--- config.mk ---
export PLATFORM = sky130hd
export DESIGN_NAME = bad_decoder
export DESIGN_NICKNAME = d
export VERILOG_FILES = /design/src/hdl/bad_pkg.sv /design/src/hdl/bad_sync.sv /design/src/hdl/bad_decoder.sv
export SDC_FILE = /design/constraint.sdc
export NUM_CORES = 1
export LEC_CHECK = 0
export BUFFER_PORTS_ARGS = -buffer_cell sky130_fd_sc_hd__clkbuf_2
export CAP_MARGIN = 5
export CORE_UTILIZATION = 54
export CTS_CLUSTER_SIZE = 8
export DETAILED_ROUTE_END_ITERATION = 8
export GPL_TIMING_DRIVEN = 0
export PLACE_DENSITY = 0.88
export REMOVE_ABC_BUFFERS = 1
export SYNTH_ARGS = -nofsm -noshare
export SYNTH_HDL_FRONTEND = slang
export SYNTH_SLANG_ARGS = --single-unit
export TNS_END_PERCENT = 50
--- constraint.sdc ---
create_clock -name core_clk -period 2.1 [get_ports core_clk]
set_input_delay 0.105 -clock core_clk [delete_from_list [all_inputs] [get_ports core_clk]]
set_output_delay 0.105 -clock core_clk [all_outputs]
set_load 0.03 [all_outputs]
--- src/hdl/bad_pkg.sv ---
package bad_pkg;
    // host memory bus widths
    localparam int ADDR_W            = 16;
    localparam int DATA_W            = 8;
    // top-of-space peripheral window
    localparam int IO_WIN_BITS       = 3;
    localparam logic [12:0] IO_WIN_TAG    = 13'h1fff;
    localparam logic [15:0] ADDR_PPI_A    = 16'hfff8;
    localparam logic [15:0] ADDR_PPI_CTL  = 16'hfffb;
    localparam logic [15:0] ADDR_OUT_LATCH = 16'hfffc;
    localparam logic [15:0] ADDR_SWITCHES = 16'hfffd;
    localparam logic [15:0] ADDR_RSVD_0   = 16'hfffe;
    localparam logic [15:0] ADDR_RSVD_1   = 16'hffff;
    // socket sizing: a15 splits halves, a14:a13 zero marks the 8k page
    localparam int HALF_BIT          = 15;
    localparam logic [1:0] PAGE_8K_TAG   = 2'h0;
    // shared output latch field positions
    localparam int LAT_PULLUP        = 0;
    localparam int LAT_LINE_DIR      = 1;
    localparam int LAT_BUZZER        = 2;
    localparam int LAT_ACTIVITY      = 3;
    localparam int LAT_GEN_LSB       = 4;
    localparam logic [7:0] LATCH_RESET   = 8'h00;
    localparam logic LINE_DIR_RX     = 1'b0;
    localparam logic LINE_DIR_TX     = 1'b1;

    // host bus sample, strobes active high after inversion
    typedef struct packed {
        logic [ADDR_W-1:0] addr;
        logic [DATA_W-1:0] wdata;
        logic              rd;
        logic              wr;
        logic              psen;
    } bad_bus_t;

    // strap levels
    typedef struct packed {
        logic type_rom;
        logic size_a;
        logic size_b;
    } bad_strap_t;

    // socket selects, active high
    typedef struct packed {
        logic program_rom;
        logic first_rw;
        logic second;
        logic ppi;
    } bad_sel_t;
endpackage

--- src/hdl/bad_sync.sv ---
`timescale 1ns/1ps
// two-flop synchroniser for pin-level inputs
module bad_sync #(
    parameter int          WIDTH     = 1,
    parameter logic [WIDTH-1:0] RST_VAL = '0
) (
    input  wire logic             core_clk,
    input  wire logic             rst,
    input  wire logic [WIDTH-1:0] async_in,
    output      logic [WIDTH-1:0] sync_out
);
    logic [WIDTH-1:0] meta_reg;    // first stage, read only by second
    logic [WIDTH-1:0] meta_next;
    logic [WIDTH-1:0] sync_reg;    // second stage
    logic [WIDTH-1:0] sync_next;

    // next values: reset to a constant, else shift
    always_comb begin
        meta_next = rst ? RST_VAL : async_in;
        sync_next = rst ? RST_VAL : meta_reg;
    end

    // register both stages
    always_ff @(posedge core_clk) begin
        meta_reg <= meta_next;
        sync_reg <= sync_next;
    end

    assign sync_out = sync_reg;
endmodule

--- src/hdl/bad_decoder.sv ---
`timescale 1ns/1ps
// Overview of operation
// line direction low receives, high transmits
// receiver stays enabled during transmit
// host may hold direction high point-to-point
// host raises direction only around sends
// code and data decoded as separate spaces
// peripherals always in top eight data bytes
// six peripheral addresses used, two reserved
// program socket selected for 32k code
// first rw socket 32k, skips peripherals
// second socket 8k or 32k, skips peripherals
// straps pick second socket size and type
// peripheral addresses fixed, never relocated
// serial memories take no decoded address
// latch readback shows all output settings
// parallel port registers at fff8..fffb
// shared output latch at fffc
// switch bank read-only at fffd
// output latch clears to zero on reset
// reserved addresses select nothing, ignore writes
module bad_decoder
    import bad_pkg::*;
(
    input  wire logic              core_clk,
    input  wire logic              rst,
    input  wire logic [ADDR_W-1:0] host_addr,
    input  wire logic [DATA_W-1:0] host_data_in,
    output      logic [DATA_W-1:0] host_data_out,
    output      logic              host_data_oe,
    input  wire logic              host_rd_n,
    input  wire logic              host_wr_n,
    input  wire logic              host_psen_n,
    input  wire logic              socket_type_strap,
    input  wire logic              socket_size_strap_a,
    input  wire logic              socket_size_strap_b,
    input  wire logic [DATA_W-1:0] config_switch_bank,
    output      logic              program_rom_socket_sel,
    output      logic              first_rw_memory_socket_sel,
    output      logic              second_memory_socket_sel,
    output      logic              ppi_sel,
    output      logic [1:0]        ppi_reg,
    output      logic              pullup_control,
    output      logic              line_direction,
    output      logic              line_receive_en,
    output      logic              buzzer_control,
    output      logic              activity_indicator,
    output      logic [3:0]        general_output_latch
);
    localparam int BUS_W = $bits(bad_bus_t);
    localparam logic [BUS_W-1:0] BUS_IDLE = '0;

    bad_bus_t          bus_raw;      // pin sample, strobes inverted
    bad_bus_t          bus_s;        // synchronised bus
    bad_bus_t          bus_prev_reg; // bus one cycle ago
    bad_bus_t          bus_prev_next;
    bad_strap_t        strap_s;      // synchronised straps
    logic [DATA_W-1:0] sw_s;         // synchronised switches
    bad_sel_t          sel_reg;      // registered selects
    bad_sel_t          sel_next;
    logic [1:0]        ppi_reg_reg;
    logic [1:0]        ppi_reg_next;
    logic [7:0]        latch_reg;    // shared output latch
    logic [7:0]        latch_next;
    logic [DATA_W-1:0] rdata_reg;
    logic [DATA_W-1:0] rdata_next;
    logic              rdata_oe_reg;
    logic              rdata_oe_next;
    logic              second_32k;   // second socket decodes 32k
    logic              wr_end;       // write strobe just released

    // top eight bytes, tag compare is fixed wiring
    function automatic logic in_io(input logic [ADDR_W-1:0] a);
        return a[ADDR_W-1:IO_WIN_BITS] == IO_WIN_TAG;
    endfunction

    // second socket page check for the chosen size
    function automatic logic in_second(input logic [ADDR_W-1:0] a,
                                       input logic big);
        return big || (a[14:13] == PAGE_8K_TAG);
    endfunction

    assign bus_raw = '{addr: host_addr, wdata: host_data_in,
                       rd: ~host_rd_n, wr: ~host_wr_n,
                       psen: ~host_psen_n};

    // everything from pins passes two flops before decode
    bad_sync #(.WIDTH(BUS_W), .RST_VAL(BUS_IDLE)) u_bus_sync (
        .core_clk (core_clk),
        .rst      (rst),
        .async_in (bus_raw),
        .sync_out (bus_s)
    );

    // straps and switches share one synchroniser
    bad_sync #(.WIDTH(3 + DATA_W), .RST_VAL('0)) u_strap_sync (
        .core_clk (core_clk),
        .rst      (rst),
        .async_in ({socket_type_strap, socket_size_strap_a,
                    socket_size_strap_b, config_switch_bank}),
        .sync_out ({strap_s, sw_s})
    );

    // rom needs only strap b; rw 32k also needs strap a
    assign second_32k = strap_s.size_b
                        & (strap_s.type_rom | strap_s.size_a);

    // latching on strobe release uses address and data still held
    assign wr_end = bus_prev_reg.wr & ~bus_s.wr;

    // select decode: code and data spaces kept apart
    always_comb begin
        sel_next     = '0;
        ppi_reg_next = bus_s.addr[1:0];
        // program socket: lower half of code space
        sel_next.program_rom = bus_s.psen
                               & ~bus_s.addr[HALF_BIT];
        // read-only second socket answers code fetches in upper half
        if (bus_s.psen && bus_s.addr[HALF_BIT] && strap_s.type_rom
            && in_second(bus_s.addr, second_32k)) begin
            sel_next.second = 1'b1;
        end
        if (bus_s.rd || bus_s.wr) begin
            if (in_io(bus_s.addr)) begin
                // only fff8..fffb reach the parallel port
                sel_next.ppi = bus_s.addr[2] == 1'b0;
            end else if (bus_s.addr[HALF_BIT]) begin
                sel_next.first_rw = 1'b1;
            end else if (in_second(bus_s.addr, second_32k)
                         && !(bus_s.wr && strap_s.type_rom)) begin
                sel_next.second = 1'b1;
            end
        end
        // serial memories never appear here, they use port lines
        if (rst) begin
            sel_next     = '0;
            ppi_reg_next = 2'h0;
        end
    end

    // shared latch, readback and bus history
    always_comb begin
        bus_prev_next = rst ? bad_bus_t'(BUS_IDLE) : bus_s;
        latch_next    = latch_reg;
        rdata_next    = rdata_reg;
        rdata_oe_next = 1'b0;
        if (wr_end && bus_prev_reg.addr == ADDR_OUT_LATCH) begin
            latch_next = bus_prev_reg.wdata;
        end
        // writes to switches or reserved bytes fall through
        if (bus_s.rd && bus_s.addr == ADDR_OUT_LATCH) begin
            rdata_next    = latch_reg;
            rdata_oe_next = 1'b1;
        end else if (bus_s.rd && bus_s.addr == ADDR_SWITCHES) begin
            rdata_next    = sw_s;
            rdata_oe_next = 1'b1;
        end
        // reserved reads leave the bus undriven: harmless
        if (rst) begin
            latch_next    = LATCH_RESET;
            rdata_next    = '0;
            rdata_oe_next = 1'b0;
        end
    end

    // register all state
    always_ff @(posedge core_clk) begin
        bus_prev_reg <= bus_prev_next;
        sel_reg      <= sel_next;
        ppi_reg_reg  <= ppi_reg_next;
        latch_reg    <= latch_next;
        rdata_reg    <= rdata_next;
        rdata_oe_reg <= rdata_oe_next;
    end

    assign program_rom_socket_sel     = sel_reg.program_rom;
    assign first_rw_memory_socket_sel = sel_reg.first_rw;
    assign second_memory_socket_sel   = sel_reg.second;
    assign ppi_sel                    = sel_reg.ppi;
    assign ppi_reg                    = ppi_reg_reg;
    assign host_data_out              = rdata_reg;
    assign host_data_oe               = rdata_oe_reg;
    assign pullup_control             = latch_reg[LAT_PULLUP];
    assign line_direction             = latch_reg[LAT_LINE_DIR];
    // receiver never gated, so own characters echo back
    assign line_receive_en            = 1'b1;
    assign buzzer_control             = latch_reg[LAT_BUZZER];
    assign activity_indicator         = latch_reg[LAT_ACTIVITY];
    assign general_output_latch       = latch_reg[7:LAT_GEN_LSB];
endmodule

# Word level (Yosys, flattened, before mapping)
# Index checks and enable logic that the tools add are counted.
dict set report totals {
  mem_bits_rw 0
  register_bits 124
  latchBits 0
  word_cells 57
  romBits 0
  memories 0
}
dict set report classes {
  n_reduce_logical 15
  shifts 0
  n_addsub 0
  n_div 0
  n_bitwise 12
  muxes 11
  n_eq_ne 4
  n_mul 0
  magnitude_cmp 0
}
# cell n
set ops {}
lappend ops {{16-bit equality test, second input constant} 3}
lappend ops {{8-bit 2-to-1 mux} 2}
lappend ops {{13-bit equality test, second input constant} 1}
lappend ops {{1-bit logical AND} 8}
lappend ops {{1-bit 2-to-1 mux} 8}
lappend ops {{1-bit NOT} 8}
lappend ops {{3-bit OR reduction} 2}
lappend ops {{1-bit AND} 3}
lappend ops {{2-bit logical NOT} 1}
lappend ops {{1-bit logical OR} 2}
lappend ops {{2-bit 2-to-1 mux} 1}
lappend ops {{2-bit nonzero test} 1}
lappend ops {{1-bit logical NOT} 1}
lappend ops {{1-bit bitwise OR} 1}

# Logic depth before layout (Yosys ltp)
# Gate-level depths: netlist of run 1.
dict set report depth {
  depth_word 9
  ltp_mapped 5
  ltp_nobuf 4
}

# By module
# From an unflattened synthesis of run 1, not the netlist that was laid out.
dict set report unflattened {
  cells_unflattened 321
  hier_area_um2 3768.6
}
# module cells_per_inst seq_area_each_um2 instances area_each_um2
set modules_own_cells {}
lappend modules_own_cells {bad_decoder 162 920.9 1 1684.1}
lappend modules_own_cells {{bad_sync (u_bus_sync)} 113 1081.0 1 1443.9}
lappend modules_own_cells {{bad_sync (u_strap_sync)} 46 440.4 1 640.6}

# Least setup slack after synthesis of run 1
# No wires, ideal clock.
dict set report synth_path {
  kind {flip-flop to flip-flop}
  from {register u_bus_sync.sync_reg[1] (netlist: u_bus_sync.sync_out[1])}
  to {register latch_reg[0]}
  period_less_slack_ns 1.558
  t_required_ns 1.981
  t_arrival_ns 1.439
  stages_incl_launch_ff 6
  setup_time_ns 0.119
  slack_ns 0.542
  path_cell_list {dfxtp_1 nor4b_2 nand3_1 or4_4 buf_6 mux2i_1}
}
dict set report synth_via {
  elab_chain_len 3
}
# item line_no
set synth_rtl {}
lappend synth_rtl {{start: declaration} bad_sync.sv:14} ;# logic [WIDTH-1:0] sync_reg;
lappend synth_rtl {{start signal: assignment} bad_sync.sv:26} ;# sync_reg <= sync_next;
lappend synth_rtl {{1-bit NOT} bad_decoder.sv:109} ;# assign wr_end = bus_prev_reg.wr & ~bus_s.wr;
lappend synth_rtl {{1-bit AND} bad_decoder.sv:109}
lappend synth_rtl {{1-bit logical AND} bad_decoder.sv:147} ;# if (wr_end && bus_prev_reg.addr == ADDR_OUT_LATCH) begin
lappend synth_rtl {{end signal: assignment} bad_decoder.sv:171} ;# latch_reg <= latch_next;
lappend synth_rtl {{end: declaration} bad_decoder.sv:63} ;# logic [7:0] latch_reg;
# No other way between the ends.
# A chain may end at the register's enable or synchronous reset.

# Worst setup path after layout of run 1
dict set report layout_path {
  from {register u_bus_sync.sync_reg[26] (netlist: u_bus_sync.sync_out[26])}
  to {register rdata_reg[0] (netlist: host_data_out[0])}
}
dict set report layout_via {
  elab_chain_len 3
  word_cells_on_any_way 6
}
# item line_no
set layout_rtl {}
lappend layout_rtl {{16-bit equality test, on equally long branches} {bad_decoder.sv:151, bad_decoder.sv:154}}
lappend layout_rtl {{1-bit logical AND, on equally long branches} {bad_decoder.sv:151, bad_decoder.sv:154}}
lappend layout_rtl {{8-bit 2-to-1 mux / 2-bit nonzero test (equally long branches)} -}
lappend layout_rtl {{end signal: assignment} bad_decoder.sv:172} ;# rdata_reg <= rdata_next;
lappend layout_rtl {{end: declaration} bad_decoder.sv:65} ;# logic [DATA_W-1:0] rdata_reg;
# Several ways; a longest one is shown, not always the timed one.

==> flow_metrics.tcl, run 1 <==
set metrics [dict create \
    outcome "complete, no violations" \
    ir_drop_uv 657 \
    die_h_um 85.4 \
    synth_seq_cells 122 \
    cp-end-kind "flip-flop" \
    grt.total_usage_pct 17.6 \
    clk_pin_slew_ns 0.06 \
    drive_above_1_share_pct 23.7 \
    relSlewSlack_pct 57.5 \
    cts_resized 0 \
    post-place-ws_ns 0.237 \
    vias 2332 \
    drt_iter0_drc 105 \
    yosysWarnings 0 \
    final_cell_count_no_fill 515 \
    overflow 0 \
    core_area_sq_um 6760 \
    setup_violations 0 \
    maxCapViolations 0 \
    ys_seq_area_share_pct 65.0 \
    final.setup.tns_ns 0 \
    dieArea_sq_um 7300 \
    ios 64 \
    syn_avg_cell_area_sq_um 11.7 \
    vias_per_cell 4.53 \
    worstMarginPinSlew_ns 0.638 \
    htree_levels 4 \
    hp-class "input port to flip-flop" \
    dieWidth_um 85.4 \
    syn-cell-area_sq_um 3760 \
    cp.required_ns 2.48 \
    netlist_instances 322 \
    grt_start_max_net_pins 75 \
    cts_tree "built" \
    fillerInstances 421 \
    wl_mm 6.04 \
    fin_ws_ns 0.148 \
    synth_cell_types 27 \
    post_cts_buffers 0 \
    seqCellArea_sq_um 2440 \
    dr.pass1.iters 4 \
    ant_nets 0 \
    initial_core_util_pct 55.6 \
    clk_latency_ns 0.51 \
    cts_buffers 17 \
    wl_per_cell_um 11.7 \
    io_buffers 62 \
    fin_area_sq_um 5110 \
    antennaDiodeCount 0 \
    powerDensity_nw_per_um2 1100 \
    detailed_place.area_sq_um 4110 \
    multiInputGateArea_sq_um 1220 \
    place_congestion 0.688 \
    cp-start-kind "flip-flop" \
    crit_arrival_ns 2.33 \
    rows 30 \
    power_leakage_nw 2.19 \
    final_cell_mix "dfxtp_1, nor2b_1, clkbuf_2, dlygate4sd3_1" \
    finClkSkew_ns 0.0117 \
    fin_crit_ns 1.95 \
    nNetsFinal 462 \
    ctsRootBufferMaster "clkbuf_8" \
    grt_pass1_vias 2211 \
    hold_viol_final 0 \
    clockBufferDepth 2 \
    antenna_found_initial 0 \
    clock.fmax_mhz 512 \
    postLayoutCoreUtil_pct 75.6 \
    remaining_drc_errors 0 \
    slew_violations 0 \
    syn2layout_area_growth_pct 35.9 \
    critical_path_class "flip-flop to flip-flop" \
    grt_pass1_wl_mm 9.54 \
    worstPathMaxFanout 9 \
    grt_setup_unrepaired "no" \
    final_common_cell "dfxtp_1" \
    cts_sinks 122 \
    dp.cells 445 \
    finalCritPeriodShare_pct 93.0 \
    dp_hpwl_mm 3.42 \
]
-- layout make-up --
class	count	share of cell area [%]
well taps	80	1.96
clock inverters	14	3.80
flip-flops and latches	122	47.8
clock buffers	18	8.38
repair buffers	101	14.1
multi-input cells	180	24.0
-- timing repair --
action                                  CTS  global route
hold buffers                             38             0
endpoints found under the hold margin    38             0
endpoints found under the setup margin    0             0
-- metal layers --
layer / GRT usage, % / part of all wire [%]
met5: 0 / 0
met4: 8.79 / 1.5
met3: 6.91 / 4.0
met2: 29.7 / 49
met1: 19.3 / 46
-- critical path, stage by stage (launching register included) --
cell and delay, ns:
dfxtp_1 0.47, nand3_1 0.14, nor4_2 0.37, nand4b_2 0.41, mux2_1 0.43
-- cells by family (layout without fill, tap and decap cells) --
group                  count (synthesis)  after routing  share of synthesized area, %
multiplexers                          24             24                          6.66
flip-flops                           122            122                          65.0
AND/OR/NAND/NOR                      151            151                          25.1
buffers and inverters                 20            133                          2.50
other                                  1              1                        0.0997
AO/OA/AOI/OAI                          4              4                         0.699
-- through the flow --
stage | hold slack, ns | power (W)
after floorplan | 0.171 | 0.00254
after global placement | 0.260 | 0.00262
after detailed placement | 0.263 | 0.00263
after CTS | 0.209 | 0.00564
after global routing | 0.258 | 0.00579
final | 0.213 | 0.00560
-- power breakdown --
group	leakage (nW)	total (W)	switching (W)	internal (W)
Sequential	1.00	0.00243	0.0000280	0.00240
Clock	0.290	0.00296	0.000999	0.00196
Combinational	0.902	0.000216	0.0000846	0.000131
-- cells in the mapped netlist --
cell	n	area share, %
a211oi_1	1	0.20
a31oi_1	1	0.17
or4_4	1	0.30
clkbuf_1	15	1.5
nor3_1	1	0.13
nand2_1	1	0.10
nand4b_2	1	0.40
o21a_1	1	0.20
conb_1	1	0.10
nor2b_2	1	0.23
nor4_2	1	0.33
buf_1	1	0.10
nand2b_1	16	2.7
nor3b_1	1	0.20
buf_6	1	0.30
nand3_1	2	0.27
o21ai_0	1	0.13
nor4b_1	2	0.47
nand4_1	5	0.83
mux2_1	5	1.5
mux2_2	3	0.90
buf_4	3	0.60
nor4b_2	1	0.40
mux2i_1	16	4.3
nor2_1	13	1.3
nor2b_1	105	17
dfxtp_1	122	65
-- final timing paths --
kind | endpoint | startpoint | cells past startpoint | slack (ns)
setup reg to reg | host_data_out[0] | u_bus_sync.sync_out[26] | 4 | 0.15
hold reg to reg | u_strap_sync.sync_out[7] | u_strap_sync.meta_reg[7] | 1 | 0.43
hold / removal | u_bus_sync.meta_reg[24] | rst | 2 | 0.21
setup / recovery | host_data_out[0] | u_bus_sync.sync_out[26] | 4 | 0.15
No activity file was read; power rests on OpenSTA's default activity.
==> inputs of run 2 (changes only) <==
==> constraint.sdc (replaced) <==
create_clock -name core_clk -period 2.1 [get_ports core_clk]
set_input_delay 0.315 -clock core_clk [delete_from_list [all_inputs] [get_ports core_clk]]
set_output_delay 0.315 -clock core_clk [all_outputs]
set_load 0.03 [all_outputs]
==> run 2 against run 1 <==
Compared with the run above:
- non-clock buffer count fell by 25
- final cell count fell by 4.9%
- highest routed layer unchanged
- largest cell class unchanged
- routed wire length fell by 4.2%
- hold slack got worse by 0.19 ns
- largest power group unchanged
- register-to-register slack improved by 0.03 ns
- first-iteration DRC count fell by 11%
- critical path type unchanged
- setup slack improved by 0.027 ns
- fmax rose by 1.4%
==> flow_metrics.tcl, run 2 (synthesis results as in run 1) <==
set metrics [dict create \
    dieWidth_um 85.4 \
    nNetsFinal 437 \
    path_buf_inv 0 \
    hold_viol_final 0 \
    cp-end-kind "flip-flop" \
    ios 64 \
    remaining_drc_errors 0 \
    initial_core_util_pct 55.6 \
    slew_violations 0 \
    critPathTopFamily "simple AND/OR/NAND/NOR gates" \
    ir_drop_uv 659 \
    vias 2212 \
    vias_per_cell 4.51 \
    slowest_delay_ns 0.49 \
    power.total_w 0.00557 \
    wl_per_cell_um 11.8 \
    dp_hpwl_mm 3.42 \
    final_common_cell "dfxtp_1" \
    hp-class "input port to flip-flop" \
    maxCapViolations 0 \
    clockBufferDepth 2 \
    crit_chain "nand4_1 -> nor4_2 -> nand4b_2 -> mux2_1" \
    outcome "complete, no violations" \
    fin_crit_ns 1.93 \
    final_cell_mix "dfxtp_1, nor2b_1, clkbuf_2" \
    antenna_found_initial 0 \
    clock.fmax_mhz 519 \
    crit_arrival_ns 2.31 \
    wl_mm 5.78 \
    worstPathMaxFanout 9 \
    dr.pass1.iters 6 \
    cts_resized 0 \
    io_buffers 62 \
    rows 30 \
    die_h_um 85.4 \
    post_cts_buffers 0 \
    finalCritPeriodShare_pct 91.7 \
    dp.cells 445 \
    finClkSkew_ns 0.00495 \
    ant_nets 0 \
    relSlewSlack_pct 57.4 \
    power_leakage_nw 2.09 \
    antennaDiodeCount 0 \
    place_congestion 0.688 \
    grt.total_usage_pct 17.0 \
    post-place-ws_ns 0.237 \
    cp-start-kind "flip-flop" \
    drt_iter0_drc 93 \
    overflow 0 \
    htree_levels 4 \
    clk_latency_ns 0.50 \
    syn2layout_area_growth_pct 29.2 \
    cts_sinks 122 \
    grt_setup_unrepaired "no" \
    powerDensity_nw_per_um2 1150 \
    setup_violations 0 \
    whs_ns 0.0186 \
    fin_ws_ns 0.175 \
    reg2reg_setup_slack_ns 0.17 \
    grt_pass1_vias 2057 \
    critical_path_class "flip-flop to flip-flop" \
    grt_start_max_net_pins 75 \
    ctsRootBufferMaster "clkbuf_8" \
    dieArea_sq_um 7300 \
    worstMarginPinSlew_ns 0.639 \
    cts_buffers 17 \
    core_area_sq_um 6760 \
    clk_pin_slew_ns 0.06 \
    grt_pass1_wl_mm 9.11 \
    final_cell_count_no_fill 490 \
    cp.required_ns 2.49 \
    cp_slowest_cell "nor4_2" \
    cts_tree "built" \
    drive_above_1_share_pct 25.1 \
]
==> run 2: final timing paths <==
path                              endpoint                startpoint  cells after the start
setup / recovery          host_data_out[0]   u_bus_sync.sync_out[17]                      4
hold / removal      u_bus_sync.meta_reg[5]           host_data_in[2]                      2
setup reg to reg          host_data_out[0]   u_bus_sync.sync_out[17]                      4
hold reg to reg   u_strap_sync.sync_out[7]  u_strap_sync.meta_reg[7]                      1
==> run 2: worst reg2reg max path, stage by stage, from the launching register on <==
cell and delay [ns]:
dfxtp_1 0.35, nand4_1 0.13, nor4_2 0.49, nand4b_2 0.41, mux2_1 0.44
==> run 2: final cells by class <==
type	count	area, sq um
multi-input combinational	180	1220
clock inverter	14	194
fill	455	1900
clock buffer	18	428
tap	80	100
sequential	122	2440
timing repair buffer	76	470
==> run 2: metrics by stage <==
step | instance area, sq um | utilization, % | setup TNS [ns]
6_report | 4860 | 71.9 | 0
5_1_grt | 4860 | 71.9 | 0
4_1_cts | 4860 | 71.9 | 0
3_5_place_dp | 4110 | 60.8 | 0
3_3_place_gp | 4080 | 60.3 | -25.44
2_1_floorplan | 3670 | - | 0
==> run 2: power by group <==
group / switching (W) / leakage (nW) / internal (W)
Clock: 0.00101 / 0.290 / 0.00196
Combinational: 0.0000770 / 0.797 / 0.000101
Sequential: 0.0000280 / 1.00 / 0.00240
Total: 0.00111 / 2.09 / 0.00446
==> run 2: metal layers <==
| metal | GRT usage [%] | routed length (um) | vias to the layer above |
|---|---|---|---|
| li1 | - | - | 1168 |
| met1 | 19.1 | 2660 | 980 |
| met2 | 28.2 | 2810 | 52 |
| met3 | 6.52 | 206 | 12 |
| met4 | 8.64 | 102 | 0 |
| met5 | 0 | 0 | - |
==> run 2: what timing repair did <==
item                       in CTS  in global routing
hold endpoints to repair       13                  0
setup endpoints to repair       0                  0
hold buffers                   13                  0
